**config.mk**
```make
export PLATFORM = sky130hd
export DESIGN_NAME = uism_ctrl
export DESIGN_NICKNAME = d
export VERILOG_FILES = /design/src/uism_ctrl.v
export VERILOG_INCLUDE_DIRS = /design/src /design/src/src
export SDC_FILE = /design/constraint.sdc
export NUM_CORES = 1
export LEC_CHECK = 0
export BUFFER_PORTS_ARGS = -buffer_cell sky130_fd_sc_hd__buf_2
export CORE_MARGIN = 2
export CORE_UTILIZATION = 55
export DETAILED_ROUTE_END_ITERATION = 12
export GPL_ROUTABILITY_DRIVEN = 0
export GPL_TIMING_DRIVEN = 1
export PLACE_DENSITY = 0.82
export SETUP_SLACK_MARGIN = 0.1
export SLEW_MARGIN = 10
export SYNTH_ARGS = -nofsm -noshare
export SYNTH_HDL_FRONTEND = slang
export SYNTH_SLANG_ARGS = --single-unit
```
**constraint.sdc**
```tcl
create_clock -name pclk -period 2.5 [get_ports pclk]
set_input_delay 0.375 -clock pclk [delete_from_list [all_inputs] [get_ports pclk]]
set_output_delay 0.375 -clock pclk [all_outputs]
set_load 0.01 [all_outputs]
```
**src/uism_regs.vh**
```
/*
 * register offsets, field positions, reset values and timing counts for the
 * serial channel interrupt, sleep and modem control block.
 * assumes a 32-bit apb bus with byte addresses; each register is one word.
 */
// Contract
// normal mode: line errors raise level one
// nine-bit mode: separate error and address masks
// rx level above trigger raises 2a
// four idle character periods raise 2b
// tx level below trigger raises level three
// trigger zero waits for fully idle transmitter
// modem deltas raise level four, msr read clears
// enhanced xoff or special match raises five
// cts or rts rising raises level six; code raises it in enhanced mode only
// sleep only when channel fully quiet
// sleep bit reads back actual sleep state
// wake when any condition fails or cleared
// no sleep in infrared mode
// dtr and rts pins are active low
// general outputs follow control bits two, three
// loopback routes outputs back to inputs
// interrupts keep working during loopback
// bit five: xon-any or hardware flow
// bit six selects infrared in enhanced mode
// bit seven selects prescaler, enhanced writes only
// modem delta flags, ring on trailing edge
// status high nibble is inverted modem inputs
// ident shows highest pending level code
`ifndef UISM_REGS_VH
`define UISM_REGS_VH

// ------------------------------
// register byte offsets
// ------------------------------
`define UISM_OFF_IER      8'h04
`define UISM_OFF_ISR      8'h08
`define UISM_OFF_MCR      8'h10
`define UISM_OFF_LSR      8'h14
`define UISM_OFF_MSR      8'h18
`define UISM_OFF_EFR      8'h20
`define UISM_OFF_ACR      8'h24
`define UISM_OFF_NMR      8'h28
`define UISM_OFF_CPR      8'h2C
`define UISM_OFF_CFG      8'h30
`define UISM_OFF_RTL      8'h34
`define UISM_OFF_TTL      8'h38

// ------------------------------
// field positions
// ------------------------------
`define UISM_IER_RDA      0
`define UISM_IER_THR      1
`define UISM_IER_RLS      2
`define UISM_IER_MS       3
`define UISM_IER_SLEEP    4
`define UISM_IER_SPEC     5
`define UISM_IER_RTS      6
`define UISM_IER_CTS      7
`define UISM_MCR_LOOP     4
`define UISM_MCR_XANY     5
`define UISM_MCR_IRDA     6
`define UISM_MCR_PRESC    7
`define UISM_EFR_ENH      4
`define UISM_EFR_SPEC     5
`define UISM_ACR_TRIG     5
`define UISM_NMR_NINE     0
`define UISM_NMR_ADDR     1
`define UISM_CFG_FIFO     0

// ------------------------------
// reset values, identification codes, timing
// ------------------------------
`define UISM_CPR_RESET    8'h20
`define UISM_ID_NONE      6'h01
`define UISM_ID_RLS       6'h06
`define UISM_ID_RDA       6'h04
`define UISM_ID_TOUT      6'h0C
`define UISM_ID_THR       6'h02
`define UISM_ID_MS        6'h00
`define UISM_ID_SPEC      6'h10
`define UISM_ID_CTSRTS    6'h20
`define UISM_TOUT_CHARS   3'h4

`endif

```
**src/uism_ctrl.v**
```verilog
/*
 * interrupt source generation and priority, sleep control, modem control
 * and modem status for one serial channel, with an apb register slave.
 * assumes the fifos, shifters and baud logic sit outside and report their
 * levels and events here as pulses synchronous to pclk.
 */
// The register addresses and the APB slave port are this design's own decisions.
`timescale 1ns/1ns
`include "uism_regs.vh"

module uism_ctrl #(
  parameter LVL_W = 8
) (
  input  wire             pclk,
  input  wire             presetn,
  input  wire             psel,
  input  wire             penable,
  input  wire             pwrite,
  input  wire [7:0]       paddr,
  input  wire [31:0]      pwdata,
  output reg  [31:0]      prdata,
  output wire             pready,
  output wire             pslverr,
  input  wire [LVL_W-1:0] rx_level,
  input  wire [LVL_W-1:0] tx_level,
  input  wire             rx_push,
  input  wire             rx_read,
  input  wire             char_tick,
  input  wire             rx_idle,
  input  wire             tx_shift_empty,
  input  wire             overrun_evt,
  input  wire             parity_evt,
  input  wire             framing_evt,
  input  wire             break_evt,
  input  wire             xoff_evt,
  input  wire             second_stop_char_evt,
  input  wire             special_evt,
  input  wire             tx_serial,
  output wire             rx_serial,
  input  wire             serial_in,
  output wire             serial_out,
  input  wire             cts_n,
  input  wire             dsr_n,
  input  wire             ri_n,
  input  wire             dcd_n,
  output wire             dtr_n,
  output wire             rts_n,
  output wire             general_output_1,
  output wire             general_output_2,
  output wire             irq_pending,
  output reg              sleep_active,
  output wire             irda_mode,
  output wire             xon_any,
  output wire             cts_rts_flow_en,
  output wire             prescale_sel,
  output wire [7:0]       prescale_val
);

  // ------------------------------
  // registers
  // ------------------------------
  reg [7:0]       irq_enable_reg;
  reg [7:0]       modem_control;
  reg [7:0]       enhanced_feature_reg;
  reg [7:0]       additional_control_reg;
  reg [7:0]       nine_bit_mode_reg;
  reg [7:0]       clock_prescaler_reg;
  reg             fifo_en;
  reg [LVL_W-1:0] rx_trig;
  reg [LVL_W-1:0] tx_trig;
  reg [3:0]       line_err;
  reg             data_err;
  reg [3:0]       msr_delta;
  reg [3:0]       modem_prev;
  reg             modem_valid;
  reg             tout_flag;
  reg [2:0]       tout_cnt;
  reg             thr_flag;
  reg             thr_cond_prev;
  reg             spec_flag;
  reg             cr_flag;
  reg             cts_n_prev;
  reg             rts_n_prev;
  reg [5:0]       rd_code;

  // ------------------------------
  // apb decode
  // ------------------------------
  wire setup  = psel & ~penable;
  wire access = psel & penable;
  wire wr     = access & pwrite;
  wire rd     = access & ~pwrite;

  function mapped;
    input [7:0] a;
    begin
      if (a == `UISM_OFF_IER || a == `UISM_OFF_ISR || a == `UISM_OFF_MCR)
        mapped = 1'b1;
      else if (a == `UISM_OFF_LSR || a == `UISM_OFF_MSR || a == `UISM_OFF_EFR)
        mapped = 1'b1;
      else if (a == `UISM_OFF_ACR || a == `UISM_OFF_NMR || a == `UISM_OFF_CPR)
        mapped = 1'b1;
      else if (a == `UISM_OFF_CFG || a == `UISM_OFF_RTL || a == `UISM_OFF_TTL)
        mapped = 1'b1;
      else
        mapped = 1'b0;
    end
  endfunction

  // zero wait states: every access completes in its first access cycle
  assign pready  = 1'b1;
  assign pslverr = access & ~mapped(paddr);

  wire rd_isr = rd & (paddr == `UISM_OFF_ISR);
  wire rd_lsr = rd & (paddr == `UISM_OFF_LSR);
  wire rd_msr = rd & (paddr == `UISM_OFF_MSR);

  // ------------------------------
  // modes
  // ------------------------------
  wire enh      = enhanced_feature_reg[`UISM_EFR_ENH];
  wire nine     = nine_bit_mode_reg[`UISM_NMR_NINE];
  wire loopback = modem_control[`UISM_MCR_LOOP];

  assign irda_mode       = enh & modem_control[`UISM_MCR_IRDA];
  assign xon_any         = enh & modem_control[`UISM_MCR_XANY];
  assign cts_rts_flow_en = ~enh & modem_control[`UISM_MCR_XANY];
  assign prescale_sel    = modem_control[`UISM_MCR_PRESC];
  assign prescale_val    = clock_prescaler_reg;

  // ------------------------------
  // modem pins and loopback
  // ------------------------------
  assign dtr_n            = loopback | ~modem_control[0];
  assign rts_n            = loopback | ~modem_control[1];
  assign general_output_1 = loopback | modem_control[2];
  assign general_output_2 = loopback | modem_control[3];
  assign serial_out       = loopback | tx_serial;
  assign rx_serial        = loopback ? tx_serial : serial_in;

  // active-high modem state: cts, dsr, ri, dcd
  wire [3:0] modem_now = loopback ?
    {modem_control[3], modem_control[2], modem_control[0], modem_control[1]} :
    {~dcd_n, ~ri_n, ~dsr_n, ~cts_n};

  // ri# low-to-high is active-high ri falling
  wire [3:0] delta_evt = {modem_now[3] ^ modem_prev[3],
                          modem_prev[2] & ~modem_now[2],
                          modem_now[1] ^ modem_prev[1],
                          modem_now[0] ^ modem_prev[0]} & {4{modem_valid}};

  wire [7:0] modem_status = {modem_now[3], modem_now[2], modem_now[1], modem_now[0],
                             msr_delta[3], msr_delta[2], msr_delta[1], msr_delta[0]};

  // ------------------------------
  // interrupt sources
  // ------------------------------
  // line_err: {break, framing, parity, overrun}
  wire lvl1_norm = irq_enable_reg[`UISM_IER_RLS] & (|line_err);
  wire lvl1_nine = (irq_enable_reg[`UISM_IER_MS] & (line_err[0] | line_err[2] | line_err[3]))
                 | (nine_bit_mode_reg[`UISM_NMR_ADDR] & line_err[1]);
  wire src1  = nine ? lvl1_nine : lvl1_norm;
  wire src2a = irq_enable_reg[`UISM_IER_RDA] & (rx_level > rx_trig);
  wire src2b = irq_enable_reg[`UISM_IER_RDA] & tout_flag;
  wire src3  = irq_enable_reg[`UISM_IER_THR] & thr_flag;
  wire src4  = irq_enable_reg[`UISM_IER_MS] & (|msr_delta);
  wire src5  = enh & irq_enable_reg[`UISM_IER_SPEC] & spec_flag;
  wire src6  = enh & cr_flag;

  reg [5:0] ident;
  always @* begin
    if (src1)
      ident = `UISM_ID_RLS;
    else if (src2a)
      ident = `UISM_ID_RDA;
    else if (src2b)
      ident = `UISM_ID_TOUT;
    else if (src3)
      ident = `UISM_ID_THR;
    else if (src4)
      ident = `UISM_ID_MS;
    else if (src5)
      ident = `UISM_ID_SPEC;
    else if (src6)
      ident = `UISM_ID_CTSRTS;
    else
      ident = `UISM_ID_NONE;
  end

  assign irq_pending = ~ident[0];

  // transmit empty condition; trigger zero with enhanced triggers waits for
  // the shifter and the line as well, so the last stop bit is not cut short
  wire trig_zero = additional_control_reg[`UISM_ACR_TRIG] && (tx_trig == {LVL_W{1'b0}});
  wire thr_cond  = trig_zero ?
    (tx_level == {LVL_W{1'b0}}) & tx_shift_empty & tx_serial : (tx_level < tx_trig);

  // cts/rts rising at the pins; in non-enhanced mode both masks are on
  wire cts_rise = ~cts_n_prev & cts_n & (~enh | irq_enable_reg[`UISM_IER_CTS]);
  wire rts_rise = ~rts_n_prev & rts_n & (~enh | irq_enable_reg[`UISM_IER_RTS]);

  wire spec_evt = xoff_evt | (enhanced_feature_reg[`UISM_EFR_SPEC] & second_stop_char_evt)
                | (nine & special_evt);

  // ------------------------------
  // sleep
  // ------------------------------
  wire sleep_req = enh ? irq_enable_reg[`UISM_IER_SLEEP] : irq_enable_reg[`UISM_IER_SPEC];
  wire sleep_ok  = sleep_req & ~irda_mode
                 & (tx_level == {LVL_W{1'b0}}) & tx_shift_empty
                 & rx_serial & rx_idle & (rx_level == {LVL_W{1'b0}})
                 & ~loopback & (msr_delta == 4'h0) & ~irq_pending;

  // ------------------------------
  // read data mux
  // ------------------------------
  wire [7:0] lsr_val = {data_err,
                        tx_shift_empty & (tx_level == {LVL_W{1'b0}}),
                        tx_level == {LVL_W{1'b0}},
                        line_err,
                        rx_level != {LVL_W{1'b0}}};
  wire [7:0] ier_val = sleep_req ?
    (enh ? {irq_enable_reg[7:5], sleep_active, irq_enable_reg[3:0]}
         : {irq_enable_reg[7:6], sleep_active, irq_enable_reg[4:0]}) :
    irq_enable_reg;

  reg [7:0] rd_val;
  always @* begin
    rd_val = 8'h00;
    if (paddr == `UISM_OFF_IER)
      rd_val = ier_val;
    else if (paddr == `UISM_OFF_ISR)
      rd_val = {fifo_en, fifo_en, ident};
    else if (paddr == `UISM_OFF_MCR)
      rd_val = modem_control;
    else if (paddr == `UISM_OFF_LSR)
      rd_val = lsr_val;
    else if (paddr == `UISM_OFF_MSR)
      rd_val = modem_status;
    else if (paddr == `UISM_OFF_EFR)
      rd_val = enhanced_feature_reg;
    else if (paddr == `UISM_OFF_ACR)
      rd_val = additional_control_reg;
    else if (paddr == `UISM_OFF_NMR)
      rd_val = nine_bit_mode_reg;
    else if (paddr == `UISM_OFF_CPR)
      rd_val = clock_prescaler_reg;
    else if (paddr == `UISM_OFF_CFG)
      rd_val = {7'h00, fifo_en};
    else if (paddr == `UISM_OFF_RTL)
      rd_val = rx_trig[7:0];
    else if (paddr == `UISM_OFF_TTL)
      rd_val = tx_trig[7:0];
  end

  // ------------------------------
  // register writes and bus data
  // ------------------------------
  always @(posedge pclk or negedge presetn) begin
    if (!presetn) begin
      prdata                 <= 32'h00000000;
      rd_code                <= 6'h01;
      irq_enable_reg         <= 8'h00;
      modem_control          <= 8'h00;
      enhanced_feature_reg   <= 8'h00;
      additional_control_reg <= 8'h00;
      nine_bit_mode_reg      <= 8'h00;
      clock_prescaler_reg    <= `UISM_CPR_RESET;
      fifo_en                <= 1'b0;
      rx_trig                <= {LVL_W{1'b0}};
      tx_trig                <= {LVL_W{1'b0}};
    end else begin
      // read data is latched in setup so it is a flop by the access cycle
      if (setup) begin
        prdata  <= {24'h000000, rd_val};
        rd_code <= ident;
      end
      if (wr) begin
        if (paddr == `UISM_OFF_IER)
          irq_enable_reg <= pwdata[7:0];
        else if (paddr == `UISM_OFF_MCR)
          modem_control <= enh ? pwdata[7:0]
                               : {modem_control[7:6], pwdata[5:0]};
        else if (paddr == `UISM_OFF_EFR)
          enhanced_feature_reg <= pwdata[7:0];
        else if (paddr == `UISM_OFF_ACR)
          additional_control_reg <= pwdata[7:0];
        else if (paddr == `UISM_OFF_NMR)
          nine_bit_mode_reg <= pwdata[7:0];
        else if (paddr == `UISM_OFF_CPR && enh)
          clock_prescaler_reg <= pwdata[7:0];
        else if (paddr == `UISM_OFF_CFG)
          fifo_en <= pwdata[`UISM_CFG_FIFO];
        else if (paddr == `UISM_OFF_RTL)
          rx_trig <= pwdata[LVL_W-1:0];
        else if (paddr == `UISM_OFF_TTL)
          tx_trig <= pwdata[LVL_W-1:0];
      end
    end
  end

  // ------------------------------
  // status flags: a set in the same cycle as a clear always wins
  // ------------------------------
  wire [3:0] err_evt = {break_evt, framing_evt, parity_evt, overrun_evt};
  wire       derr_evt = framing_evt | break_evt | (~nine & parity_evt);

  always @(posedge pclk or negedge presetn) begin
    if (!presetn) begin
      line_err      <= 4'h0;
      data_err      <= 1'b0;
      msr_delta     <= 4'h0;
      modem_prev    <= 4'h0;
      modem_valid   <= 1'b0;
      thr_flag      <= 1'b0;
      thr_cond_prev <= 1'b0;
      spec_flag     <= 1'b0;
      cr_flag       <= 1'b0;
      cts_n_prev    <= 1'b1;
      rts_n_prev    <= 1'b1;
      sleep_active  <= 1'b0;
    end else begin
      line_err <= (rd_lsr ? 4'h0 : line_err) | err_evt;
      data_err <= (rd_lsr ? 1'b0 : data_err) | derr_evt;
      // first cycle after reset only primes the previous-state copy
      modem_prev  <= modem_now;
      modem_valid <= 1'b1;
      msr_delta   <= (rd_msr ? 4'h0 : msr_delta) | delta_evt;
      thr_cond_prev <= thr_cond;
      if (thr_cond & ~thr_cond_prev)
        thr_flag <= 1'b1;
      else if ((rd_isr && rd_code == `UISM_ID_THR) || tx_level > tx_trig)
        thr_flag <= 1'b0;
      if (enh & spec_evt)
        spec_flag <= 1'b1;
      else if (rd_isr && rd_code == `UISM_ID_SPEC)
        spec_flag <= 1'b0;
      cts_n_prev <= cts_n;
      rts_n_prev <= rts_n;
      if (enh & (cts_rise | rts_rise))
        cr_flag <= 1'b1;
      else if (rd_isr && rd_code == `UISM_ID_CTSRTS)
        cr_flag <= 1'b0;
      sleep_active <= sleep_ok;
    end
  end

  // ------------------------------
  // receive time-out
  // ------------------------------
  // rx_push marks the stop-bit centre of the newest item, so counting
  // character ticks from it measures the idle gap
  always @(posedge pclk or negedge presetn) begin
    if (!presetn) begin
      tout_cnt  <= 3'h0;
      tout_flag <= 1'b0;
    end else begin
      if (rx_push | rx_read | ~fifo_en)
        tout_cnt <= 3'h0;
      else if (char_tick && tout_cnt != `UISM_TOUT_CHARS)
        tout_cnt <= tout_cnt + 3'h1;
      if (rx_read | ~fifo_en)
        tout_flag <= 1'b0;
      else if (tout_cnt == `UISM_TOUT_CHARS && rx_level != {LVL_W{1'b0}})
        tout_flag <= 1'b1;
    end
  end

endmodule

```
# --- Word level (Yosys, flattened, before mapping) ---
# Cells that the tools add are included.
word_totals:
  wordCells: 223
  rom_bits: 0
  ff_bits: 104
  input_bits: 79
  ramBits: 0
  latchBits: 0
  output_inout_bits: 54
  memories: 0
op_classes:
  addsub: 1
  n_eq_ne: 17
  div: 0
  order_cmp: 3
  mux: 43
  n_reduce_logical: 38
  shifts: 0
  bitwise: 95
  mul: 0
op_table:
  columns: ["cell", "count"]
  rows:
  - ["two-way mux 8 bit", 12]
  - ["== test 8 x 6 -> 1 bit (second input constant)", 7]
  - ["two-way mux 6 bit", 9]
  - ["bitwise AND 1 bit", 43]
  - ["inverter 1 bit", 27]
  - ["== test 8 x 5 -> 1 bit (second input constant)", 3]
  - ["logical NOT 8 bit", 3]
  - ["OR 1 bit", 19]
  - ["two-way mux 1 bit", 17]
  - ["greater-than comparator 8 bit", 2]
  - ["two-way mux 4 bit", 3]
  - ["AND reduction 10 bit", 1]
  - ["nonzero test 2 bit", 5]
  - ["logical OR 1 bit", 9]
  - ["AND reduction 9 bit", 1]
  - ["== test 8 x 3 -> 1 bit (second input constant)", 1]
  - ["== test 8 x 4 -> 1 bit (second input constant)", 1]
  - ["less-than comparator 8 bit", 1]
  - ["OR 4 bit", 2]
  - ["AND reduction 4 bit", 2]
  - ["AND reduction 8 bit", 1]
  - ["nonzero test 8 bit", 1]
  - ["OR reduction 4 bit", 2]
  - ["logical AND 1 bit", 7]
  - ["15 further kinds", 18]

# --- Longest topological paths before layout ---
# Gate-level depths: netlist of the first run.
logic_depth:
  word_depth: 13
  depth_mapped: 9
  mapped_depth_nobuf: 8

# --- Least setup slack after synthesis of the first run ---
# OpenSTA, ideal clock, no wires.
synth_timing:
  path_kind: "input -> output"
  start: "input paddr[4]"
  end: "output pslverr"
  stages: 7
  slack_ns: 0.248
  arrival_ns: 1.877
  t_required_ns: 2.125
  path_buffers: 2
  cell_sequence: "buf_2 buf_1 nand2b_1 nor2_1 a21oi_1 a21oi_1 a2111oi_0"
synth_between:
  elab_chain_cells: 9
  word_cells_on_any_way: 26
  classes_between: "eq/ne: 12; mux: 4; bitwise: 2; reduce/logical: 8"
synth_rtl:
  columns: ["element", "line", "source"]
  rows:
  - ["start: declaration", "uism_ctrl.v:19", "input wire [7:0] paddr,"]
  - ["== test 8 x 6 -> 1 bit (no source line)", null, null]
  - ["logical OR 1 bit (no source line) (2 in series)", null, null]
  - ["two-way mux 1 bit", "uism_ctrl.v:103", "else if (a == `UISM_OFF_CFG || a == `UISM_OFF_RTL || a == `UISM_OFF_TTL)"]
  - ["two-way mux 1 bit", "uism_ctrl.v:101", "else if (a == `UISM_OFF_ACR || a == `UISM_OFF_NMR || a == `UISM_OFF_CPR)"]
  - ["two-way mux 1 bit", "uism_ctrl.v:99", "else if (a == `UISM_OFF_LSR || a == `UISM_OFF_MSR || a == `UISM_OFF_EFR)"]
  - ["two-way mux 1 bit *", "uism_ctrl.v:97", "if (a == `UISM_OFF_IER || a == `UISM_OFF_ISR || a == `UISM_OFF_MCR)"]
  - ["inverter 1 bit *", "uism_ctrl.v:112", "assign pslverr = access & ~mapped(paddr);"]
  - ["bitwise AND 1 bit *", "uism_ctrl.v:112", null]
  - ["end: declaration", "uism_ctrl.v:23", "output wire pslverr,"]
# Every way passes the cells marked *; elsewhere a longest branch is shown, timed or not.

# --- Worst setup path after layout of the first run ---
layout_timing:
  start: "register rx_trig[5]"
  end: "output irq_pending"
layout_between:
  elab_chain_cells: 5
layout_rtl:
  columns: ["element", "line", "source"]
  rows:
  - ["start: declaration", "uism_ctrl.v:69", "reg [LVL_W-1:0] rx_trig;"]
  - ["start signal: assignment", "uism_ctrl.v:270", "rx_trig <= {LVL_W{1'b0}};"]
  - ["start signal: assignment", "uism_ctrl.v:295", "rx_trig <= pwdata[LVL_W-1:0];"]
  - ["greater-than comparator 8 bit", "uism_ctrl.v:163", "wire src2a = irq_enable_reg[`UISM_IER_RDA] & (rx_level > rx_trig);"]
  - ["bitwise AND 1 bit", "uism_ctrl.v:163", null]
  - ["two-way mux 6 bit", "uism_ctrl.v:174", "else if (src2a)"]
  - ["two-way mux 6 bit", "uism_ctrl.v:172", "if (src1)"]
  - ["inverter 1 bit", "uism_ctrl.v:190", "assign irq_pending = ~ident[0];"]
  - ["end: declaration", "uism_ctrl.v:50", "output wire irq_pending,"]
# No other way between the ends.

==> metrics.md, run 1 <==
| Metric | Value |
|---|---|
| Setup TNS | `0 ps` |
| Die Height | `~110 um` |
| Worst-skew pair later-pin latency | `~400 ps` |
| WL/cell | `roughly 20 um` |
| Unique masters post-synth | `between 60 and 70` |
| Nets | `between 800 and 900` |
| I/O pin cnt | `133` |
| H-tree depth | `3` |
| Max_cap viols | `0` |
| Sequential area share after synthesis | `between 40% and 50%` |
| Worst setup EP type | `output port` |
| Slew @ Worst Pin | `about 580 ps` |
| Tot GR Track Use | `between 30% and 40%` |
| Drt drc | `0` |
| Largest net degree at the start of global routing | `just over 60` |
| Pwr dens | `about 480 nW/um^2` |
| # clock sinks | `104` |
| N_diodes | `0` |
| Most common cell after layout, fill and taps aside | `dfrtp_1` |
| Setup Skew | `about 11 ps` |
| DRT Pass-1 Iters | `5` |
| Synth async-reset ratio | `between 90% and 100%` |
| Number of synthesized flops with an enable pin | `0` |
| Via count | `5300` |
| Post-layout power | `around 3.3 mW` |
| Worst slew margin | `around 61%` |
| TritonCTS clock tree | `yes` |
| Max-slew violations | `0` |
| FILL cells | `approximately 870` |
| Vias in the first global route | `between 5000 and 6000` |
| Post-Route WL | `17400 um` |
| Leakage | `3.26 nW` |
| Clk buf depth | `2` |
| CORE AREA | `10800 um^2` |
| Core Rows | `38` |
| Hold Crit Class | `input pin to register` |
| Synthesized instance count | `604` |
| Startpoint Class | `register` |
| HPWL Detailed | `13100 um` |
| Share of cells above drive strength 1 | `between 30% and 40%` |
| Die area | `roughly 12000 um^2` |
| Placed insts | `831` |
| Status | `finished clean` |
| Final setup vio count | `0` |
| DRT antenna net count | `0` |
| WS Path Type | `register to output port` |
| FMAX | `400 MHz` |
| Initial Utilization | `a little under three fifths` |
| Most frequent cells in the layout | `dfrtp_1, buf_2, mux2_2, nand2_1, o21ai_0` |
| Buffers added on ports | `just over 80` |
| GRT overflow | `0` |
| Synth Cell Area | `~6000 um^2` |
| Yosys warnings | `0` |
| Ys flop type | `dfrtp_1` |
| Die W | `109 um` |
| Area Growth Syn to Fin | `15.1%` |
| Fin crit period | `2500 ps` |
| Req. time, crit path | `roughly 2100 ps` |
| Initial antenna violation count | `0` |
| Non-Filler Instances | `851` |
| Clock root cell | `clkbuf_8` |
| Critical path arrival | `around 2100 ps` |
| Clk slew on worst S/H paths | `100 ps` |
| Initial DRC Count | `between 500 and 600` |
| RSZ-0062 raised after global routing | `true` |
| Total CTS buffers | `9` |
| Global-route wire length before repair | `27200 um` |
| Detailed-route vias per instance | `between 6 and 7` |
| Crit Path Max Fanout | `3` |
| Syn avg cell area | `10.1 um^2` |
| Yosys reg bits | `about 100` |
| Final Cycle Share | `between 90% and 100%` |
| Final-report hold violation count | `0` |
| Peak VDD IR | `roughly 0.35 mV` |
## cell families after synthesis
logic type               count (synthesis)  share of synthesized area, %
AO/OA/AOI/OAI                          149                          16.2
XOR/XNOR                                 4                         0.577
adder cells (fa/ha/maj)                 18                          3.71
buffers and inverters                   78                          6.78
flip-flops                             104                          42.9
multiplexers                            78                          14.3
other                                    2                         0.124
AND/OR/NAND/NOR                        171                          15.4
## final timing paths
kind | startpoint | to | slack (ps) | cells after the start
hold reg to reg | modem_control[1] | rts_n_prev | 500 | 1
hold / removal | cts_n | cts_n_prev | 110 | 1
max in group asynchronous | presetn | rd_code[0] | 1240 | 3
setup reg to reg | msr_delta[1] | prdata[5] | 390 | 6
setup / recovery | rx_trig[5] | irq_pending | 1 | 8
min in group asynchronous | presetn | line_err[2] | 520 | 2
## power breakdown
part	total, mW	internal, mW	switching, mW
clock network	1.18	0.592	0.584
logic	0.417	0.157	0.260
registers	1.75	1.72	0.0284
## worst max-delay path, stage by stage (launching register included)
cell,delay (ps)
dfrtp_1,400
inv_2,70
ha_4,200
a211o_1,300
a21oi_2,220
nand3_2,130
a21oi_2,190
nand2_2,100
buf_6,130
## routing by layer
metal  track usage (%)  wire length (um)  vias up
met5                 0                 0        -
met4              14.0               640        0
met3              8.37              1770       64
met2              48.3              8150      312
met1              38.3              6870     2558
li1                  -                 -     2366
## through the flow
stage / cell area [um^2] / hold slack [ps] / worst slack, ps / util [%]
after detailed placement: 6690 / 411 / 30.3 / 62.0
after global placement: 6690 / 393 / 17.4 / 62.0
after global routing: 6990 / 114 / -78.1 / 64.8
final: 6990 / 107 / 1.30 / 64.8
after CTS: 6940 / 97.1 / 2.08 / 64.3
after floorplan: 6160 / 79.4 / 248 / -
## what timing repair did
| action | 4_1_cts | 5_1_grt |
|---|---|---|
| hold buffers | 1 | 0 |
| resized for setup | 3 | 7 |
| endpoints found under the setup margin | 2 | 2 |
| setup buffers | 1 | 2 |
| pin swaps | 1 | 5 |
| cloned | 0 | 0 |
| endpoints found under the hold margin | 10 | 0 |
## cell type report
class | count | area (um^2) | share of cell area, %
Sequential cell | 104 | 2610 | 37.3
Tap cell | 140 | 175 | 2.51
Multi-Input combinational cell | 446 | 3190 | 45.6
Clock inverter | 5 | 78.8 | 1.13
Inverter | 28 | 105 | 1.50
Timing Repair Buffer | 117 | 694 | 9.94
Clock buffer | 11 | 141 | 2.02
## cells in the mapped netlist (6+ instances only)
cell type / number / share of area [%]
a22o_1: 12 / 1.7
nand2_1: 41 / 2.5
buf_4: 26 / 3.2
clkbuf_1: 15 / 0.93
a22oi_1: 12 / 1.5
nand2b_1: 11 / 1.1
nor3_1: 10 / 0.82
a31oi_1: 6 / 0.62
inv_1: 27 / 1.7
dfrtp_1: 100 / 41
nor2_1: 34 / 2.1
ha_1: 18 / 3.7
mux2_2: 70 / 13
o22ai_1: 13 / 1.3
o21ai_0: 37 / 3.0
mux2i_1: 8 / 1.3
a21oi_1: 26 / 2.1
nor2b_1: 9 / 0.93
a21o_1: 11 / 1.4
nor4_1: 7 / 0.72
nand3_1: 14 / 1.2
Power figures use the tool's default switching activity.
==> inputs of run 2 (changes only) <==
--- a/config.mk
+++ b/config.mk
@@ -6,6 +6,7 @@
 export SDC_FILE = /design/constraint.sdc
 export NUM_CORES = 1
 export LEC_CHECK = 0
+export ABC_AREA = 1
 export BUFFER_PORTS_ARGS = -buffer_cell sky130_fd_sc_hd__buf_2
 export CORE_MARGIN = 2
 export CORE_UTILIZATION = 55
==> metrics.md, run 2 <==
| Metric | Value |
|---|---|
| Initial DRC Count | `382 (-29%)` |
| Startpoint Class | `input pin` |
| I/O pin cnt | `133 (unchanged)` |
| Crit path buf inv count | `4 (+2)` |
| Total CTS buffers | `9 (unchanged)` |
| Worst setup EP type | `output port` |
| DRT antenna net count | `0 (unchanged)` |
| Synth async-reset ratio | `100% (unchanged)` |
| Non-Filler Instances | `1031 (+21%)` |
| Die W | `108 um (-1.0%)` |
| Post-synth top cells | `nand2_1, dfrtp_1, inv_1` |
| Clock root cell | `clkbuf_8` |
| FILL cells | `935 (+8.1%)` |
| Max-slew violations | `0 (unchanged)` |
| Largest net degree at the start of global routing | `49 (-20%)` |
| Worst-skew pair later-pin latency | `390 ps (about the same)` |
| Via count | `5562 (+4.9%)` |
| Crit Path Max Fanout | `14 (+11)` |
| Yosys warnings | `0 (unchanged)` |
| Reg2reg start | `rx_trig[1]` |
| Final setup vio count | `0 (unchanged)` |
| Setup TNS | `0 ps (unchanged)` |
| Vias in the first global route | `5162 (-0.35%)` |
| RSZ-0062 raised after global routing | `false` |
| Clk slew on worst S/H paths | `90 ps (about the same)` |
| Detailed-route vias per instance | `5.39 (-13%)` |
| RR Endpoint | `prdata[1]` |
| # clock sinks | `104 (unchanged)` |
| Hold path start | `cts_n` |
| Share of cells above drive strength 1 | `16.8% (-15 points)` |
| Setup Skew | `5.49 ps (-5.73 ps)` |
| Yosys reg bits | `104 (unchanged)` |
| Synthesized instance count | `797 (+32%)` |
| Drt drc | `0 (unchanged)` |
| Critical path arrival | `1900 ps (-220 ps)` |
| Placed insts | `1009 (+21%)` |
| Req. time, crit path | `2120 ps (about the same)` |
| TritonCTS clock tree | `yes` |
| Area Growth Syn to Fin | `13.3%` |
| Met2 usage | `45.3% (-3.0 points)` |
| WL/cell | `15.2 um (-26%)` |
| CORE AREA | `10400 um^2 (-3.5%)` |
| Initial Utilization | `57.1% (+0.82 points)` |
| Leakage | `3.45 nW (+5.8%)` |
| Nets | `987 (+23%)` |
| Crit-path cells | `buf_2 -> inv_1 -> nand2_1 -> nor2_2 -> inv_1 -> nor2_1 -> nor4_1 -> nand2_1 -> nor4_1 -> buf_2` |
| GRT met1 Usage | `38.7% (+0.40 points)` |
| Hold Crit Class | `input pin to register` |
| Worst hold path depth | `1 (unchanged)` |
| Area leader, netlist | `dfrtp_1` |
| H-tree depth | `3 (unchanged)` |
| Most frequent cells in the layout | `nand2_1, dfrtp_1, inv_1, buf_2, nor2_1` |
| Most common cell after layout, fill and taps aside | `nand2_1` |
| Final core utilization | `64.7% (-0.097 points)` |
| Final Cycle Share | `91.1% (-8.9 points)` |
| Syn avg cell area | `7.46 um^2 (-26%)` |
| DRT Pass-1 Iters | `6 (+1)` |
| Die Height | `108 um (-1.0%)` |
| Hold path endpoint | `cts_n_prev` |
| Slew @ Worst Pin | `631 ps (+54.5 ps)` |
| Worst r2r path cells | `15 (+9)` |
| Status | `finished clean` |
| Fin crit period | `2280 ps (-222 ps)` |
| N_diodes | `0 (unchanged)` |
| GR peak layer | `met2` |
| Synth Cell Area | `5950 um^2 (-2.1%)` |
| Most common cell in the netlist | `nand2_1` |
| Top post-synthesis cells by area | `dfrtp_1, nand2_1, o21ai_0, inv_1, nor2_1` |
| Global-route wire length before repair | `25400 um (-6.4%)` |
| Max_cap viols | `0 (unchanged)` |
| CP max stage delay | `320 ps (-80 ps)` |
| HPWL Detailed | `11800 um (-9.8%)` |
| GRT overflow | `0 (unchanged)` |
| Buffers added on ports | `83 (unchanged)` |
| Slowest-stage cell, CP | `nor4_1` |
| Ys flop type | `dfrtp_1` |
| Worst slew margin | `57.5% (-3.7 points)` |
| Tot GR Track Use | `28.5% (-1.8 points)` |
| Core Rows | `37 (-2.6%)` |
| WS Path Type | `input pin to output port` |
| Die area | `11700 um^2 (-2.0%)` |
| Met3 Track Usage GR | `7.17% (-1.2 points)` |
| Number of synthesized flops with an enable pin | `0 (unchanged)` |
| FMAX | `439 MHz (+9.7%)` |
| Cell family with most CP delay | `simple AND/OR/NAND/NOR gates` |
| Pwr dens | `480 nW/um^2 (+0.40%)` |
| Post-Route WL | `15700 um (-10%)` |
| Peak VDD IR | `0.371 mV (+5.9%)` |
| Sequential area share after synthesis | `43.9% (+0.91 points)` |
| Unique masters post-synth | `38 (-44%)` |
| Initial antenna violation count | `0 (unchanged)` |
| Synth top area share | `42.1% (+0.88 points)` |
| Worst R2R Setup Slack | `580 ps (+190 ps)` |
| Final-report hold violation count | `0 (unchanged)` |
| Clk buf depth | `2 (unchanged)` |
==> run 2: per-layer routing <==
layer | wire length, um | vias up
li1 | - | 2695
met1 | 6630 | 2572
met2 | 7370 | 261
met3 | 1370 | 34
met4 | 316 | 0
met5 | 0 | -
==> run 2: repair_timing <==
action                                  in CTS  in global routing
hold buffers                                 1                  0
endpoints found under the setup margin       1                  1
endpoints found under the hold margin       36                  0
pin swaps                                    0                  0
resized for setup                            1                  2
buffers inserted                             0                  5
==> run 2: final cells by class <==
cell class	instances	area (um^2)	share of cell area, %
timing repair buffer	100	561	8.32
multi-input combinational	577	2810	41.7
sequential	104	2610	38.7
clock inverter	5	78.8	1.17
tap	136	170	2.53
clock buffer	11	141	2.10
inverter	98	368	5.46
==> run 2: power by group <==
part | switching, mW | internal, mW
clock | 0.583 | 0.592
sequential | 0.0234 | 1.71
combinational | 0.211 | 0.107
==> run 2: worst max path at each step <==
| stage | from | to | slack (ps) | cells after the start |
|---|---|---|---|---|
| finish | paddr[6] | pslverr | 220 | 10 |
| global route | rx_trig[7] | irq_pending | 100 | 10 |
| CTS | rx_trig[7] | irq_pending | 110 | 10 |
| detailed placement | paddr[6] | pslverr | 280 | 10 |
| global placement | paddr[6] | pslverr | 220 | 10 |
| floorplan | paddr[6] | pslverr | 690 | 8 |
==> run 2: kinds of logic (layout without fill, tap and decap cells) <==
kind of cell,Yosys count,in the layout,synth area share (%)
adder cells (fa/ha/maj),18,18,3.79
AND/OR/NAND/NOR,398,398,29.2
flip-flops,104,104,43.9
multiplexers,3,3,0.505
buffers and inverters,140,214,10.6
other,2,26,0.126
AO/OA/AOI/OAI,131,131,11.8
XOR/XNOR,1,1,0.147
==> run 2: worst register-to-register path, stage by stage, from the launching register on <==
cell	delay, ps
dfrtp_1	400
inv_1	60
ha_1	280
inv_1	40
o21bai_1	110
nand2_1	60
nand2_1	50
nand2_1	40
nand2_1	70
nand2_2	100
nand2_1	100
nand2_1	50
nand2_1	60
nand2_1	40
o21ai_0	250
nand2_1	80
==> run 2: per-stage QoR <==
step	hold WS (ps)	instance area [um^2]	power, mW	setup slack [ps]
3_5_place_dp	384	6460	2.08	283
4_1_cts	109	6690	3.23	106
3_3_place_gp	382	6460	2.08	224
2_1_floorplan	79.4	6040	1.96	686
6_report	108	6740	3.23	223
5_1_grt	99.0	6740	3.36	102
==> inputs of run 3 (changes only) <==
--- a/config.mk
+++ b/config.mk
@@ -7,13 +7,13 @@
 export NUM_CORES = 1
 export LEC_CHECK = 0
 export ABC_AREA = 1
-export BUFFER_PORTS_ARGS = -buffer_cell sky130_fd_sc_hd__buf_2
 export CORE_MARGIN = 2
-export CORE_UTILIZATION = 55
+export CORE_UTILIZATION = 59
 export DETAILED_ROUTE_END_ITERATION = 12
+export DONT_BUFFER_PORTS = 1
 export GPL_ROUTABILITY_DRIVEN = 0
 export GPL_TIMING_DRIVEN = 1
-export PLACE_DENSITY = 0.82
+export PLACE_DENSITY = 0.76
 export SETUP_SLACK_MARGIN = 0.1
 export SLEW_MARGIN = 10
 export SYNTH_ARGS = -nofsm -noshare
==> metrics.md, run 3 (synthesis gave the netlist of run 2 again) <==
| Metric | Value |
|---|---|
| Status | `finished with violations` |
| Failing checks | `negative hold slack` |
| Die W | `104 um (-3.3%)` |
| Final worst setup slack | `276 ps (+53.1 ps)` |
| Final setup vio count | `0 (unchanged)` |
| Setup TNS | `0 ps (unchanged)` |
| RR Endpoint | `prdata[5]` |
| WL/cell | `16.6 um (+9.0%)` |
| Share of cells above drive strength 1 | `6.96% (-9.8 points)` |
| Hold Crit Class | `input pin to asynchronous set/reset pin` |
| Reg2reg start | `rx_trig[7]` |
| Fin crit period | `2220 ps (-53.1 ps)` |
| Worst setup EP type | `output port` |
| Clk buf depth | `2 (unchanged)` |
| Buffers added on ports | `0 (-100%)` |
| Worst R2R Setup Slack | `480 ps (-100 ps)` |
| Slowest-stage cell, CP | `dfrtp_1` |
| Worst r2r path cells | `14 (-1)` |
| Slew @ Worst Pin | `704 ps (+73.2 ps)` |
| Most frequent cells in the layout | `nand2_1, dfrtp_1, inv_1, nor2_1, o21ai_0` |
| Initial antenna violation count | `0 (unchanged)` |
| Non-Filler Instances | `938 (-9.0%)` |
| TritonCTS clock tree | `yes` |
| Total CTS buffers | `9 (unchanged)` |
| Max-slew violations | `0 (unchanged)` |
| Initial DRC Count | `571 (+49%)` |
| Critical path arrival | `1850 ps (-50 ps)` |
| Reg power frac | `57.9% (+4.1 points)` |
| Crit Path Max Fanout | `6 (-8)` |
| Peak VDD IR | `0.376 mV (+1.3%)` |
| Final-report hold violation count | `104 (+104)` |
| Clock power frac | `34.9% (-1.5 points)` |
| CP max stage delay | `390 ps (+70 ps)` |
| Pwr dens | `484 nW/um^2 (+0.84%)` |
| DP Area | `6010 um^2 (-7.0%)` |
| Setup crit end | `irq_pending` |
| FMAX | `450 MHz (+2.4%)` |
| Core Rows | `36 (-2.7%)` |
| Leakage | `3.03 nW (-12%)` |
| Clock root cell | `clkbuf_8` |
| Cell Int Power | `2.27 mW (-5.9%)` |
| Drt drc | `0 (unchanged)` |
| Setup Skew | `14.3 ps (+8.80 ps)` |
| Pre-CTS WS | `378 ps (+95.0 ps)` |
| Req. time, crit path | `2120 ps (about the same)` |
| Tot GR Track Use | `29.5% (+0.95 points)` |
| DRT antenna net count | `0 (unchanged)` |
| Post-Route WL | `15600 um (-0.84%)` |
| # clock sinks | `104 (unchanged)` |
| CTS Hold Bufs | `1 (unchanged)` |
| Area Growth Syn to Fin | `4.50%` |
| Worst slew margin | `52.6% (-4.9 points)` |
| Detailed-route vias per instance | `5.70 (+5.6%)` |
| HPWL Detailed | `11600 um (-1.9%)` |
| Worst-skew pair later-pin latency | `380 ps (about the same)` |
| Final Cell Area | `6210 um^2 (-7.7%)` |
| Placed insts | `921 (-8.7%)` |
| Logic pwr share | `7.2% (-2.7 points)` |
| CORE AREA | `9770 um^2 (-6.2%)` |
| Crit-path cells | `inv_1 -> ha_1 -> nand2_1 -> inv_1 -> nor2_1 -> o21a_1 -> nand2_1 -> nand2_1 -> nand3_2` |
| Nets | `897 (-9.1%)` |
| Sw Share | `24.4% (-0.86 points)` |
| Final Cycle Share | `89.0% (-2.1 points)` |
| Max_cap viols | `0 (unchanged)` |
| Cell mode on critical path | `nand2_1` |
| Initial Utilization | `60.8% (+3.7 points)` |
| Largest net degree at the start of global routing | `105 (+110%)` |
| Die area | `10900 um^2 (-6.5%)` |
| Via count | `5344 (-3.9%)` |
| Clk slew on worst S/H paths | `100 ps (about the same)` |
| N_diodes | `0 (unchanged)` |
| Vias in the first global route | `4938 (-4.3%)` |
| GRT overflow | `0 (unchanged)` |
| Die Height | `104 um (-3.3%)` |
| Net Switching | `735 uW (-10%)` |
| Startpoint Class | `register` |
| WS Path Type | `register to output port` |
| Hold_ws | `-312 ps (-420 ps)` |
| Most common cell after layout, fill and taps aside | `nand2_1` |
| Crit. Startpoint | `rx_trig[7]` |
| DRT Pass-1 Iters | `6 (unchanged)` |
| I/O pin cnt | `133 (unchanged)` |
| Global-route wire length before repair | `25000 um (-1.6%)` |
| RSZ-0062 raised after global routing | `false` |
| H-tree depth | `3 (unchanged)` |
==> run 3: cell types whose count changed in the layout (fill, tap and decap cells not counted), sizes merged <==
cell and change:
clkbuf +2, buf -90, clkinv -1, inv -1
clkinvlp +1, bufinv -1
==> run 3: final cells by class <==
cell class	instances	area (um^2)
Clock buffer	13	149
Tap cell	133	166
Sequential cell	104	2610
Inverter	98	368
Multi-Input combinational cell	577	2800
Fill cell	880	3560
Clock inverter	3	42.5
Timing Repair Buffer	10	77.6
==> run 3: layer usage <==
metal / routed length, um / part of all wire (%) / vias to the layer above / global-route usage [%]
li1: - / - / 2514 / -
met2: 7230 / 47 / 277 / 46.9
met1: 6440 / 41 / 2506 / 39.9
met3: 1350 / 8.6 / 47 / 6.20
met4: 530 / 3.4 / 0 / 10.8
met5: 0 / 0 / - / 0
==> run 3: critical path, delay by kind of cell, from the launching register on <==
family                     cells  cell delay (ps)
and+or+nand+nor                5              580
DFF                            1              390
adders and majority gates      1              280
AOI/OAI and AO/OA              1              140
buffers and inverters          2              100
==> run 3: worst min-delay path by stage <==
stage / end / cells after the start / slack, ps
finish: spec_flag / 0 / -310
global route: enhanced_feature_reg[0] / 0 / -340
CTS: enhanced_feature_reg[5] / 0 / -320
detailed placement: rx_trig[5] / 0 / 90
global placement: rx_trig[5] / 0 / 90
floorplan: additional_control_reg[0] / 0 / 80
==> run 3: stage by stage <==
stage / util (%) / power [mW]
CTS: 63.5 / 3.01
finish: 63.6 / 3.01
detailed placement: 61.5 / 1.99
global placement: 61.5 / 1.98
floorplan: - / 1.96
global route: 63.6 / 3.12
==> run 3: power by group through the flow <==
stage	registers, mW	logic [mW]	clock network [mW]
global placement	1.77	0.203	0
finish	1.74	0.217	1.05
floorplan	1.77	0.190	0
detailed placement	1.77	0.212	0
global route	1.75	0.245	1.13
CTS	1.74	0.214	1.06
==> run 3: what timing repair did <==
action / CTS / global route
hold endpoints to repair: 105 / 104
endpoints found under the setup margin: 0 / 1
buffers inserted: 0 / 0
resized for setup: 0 / 1
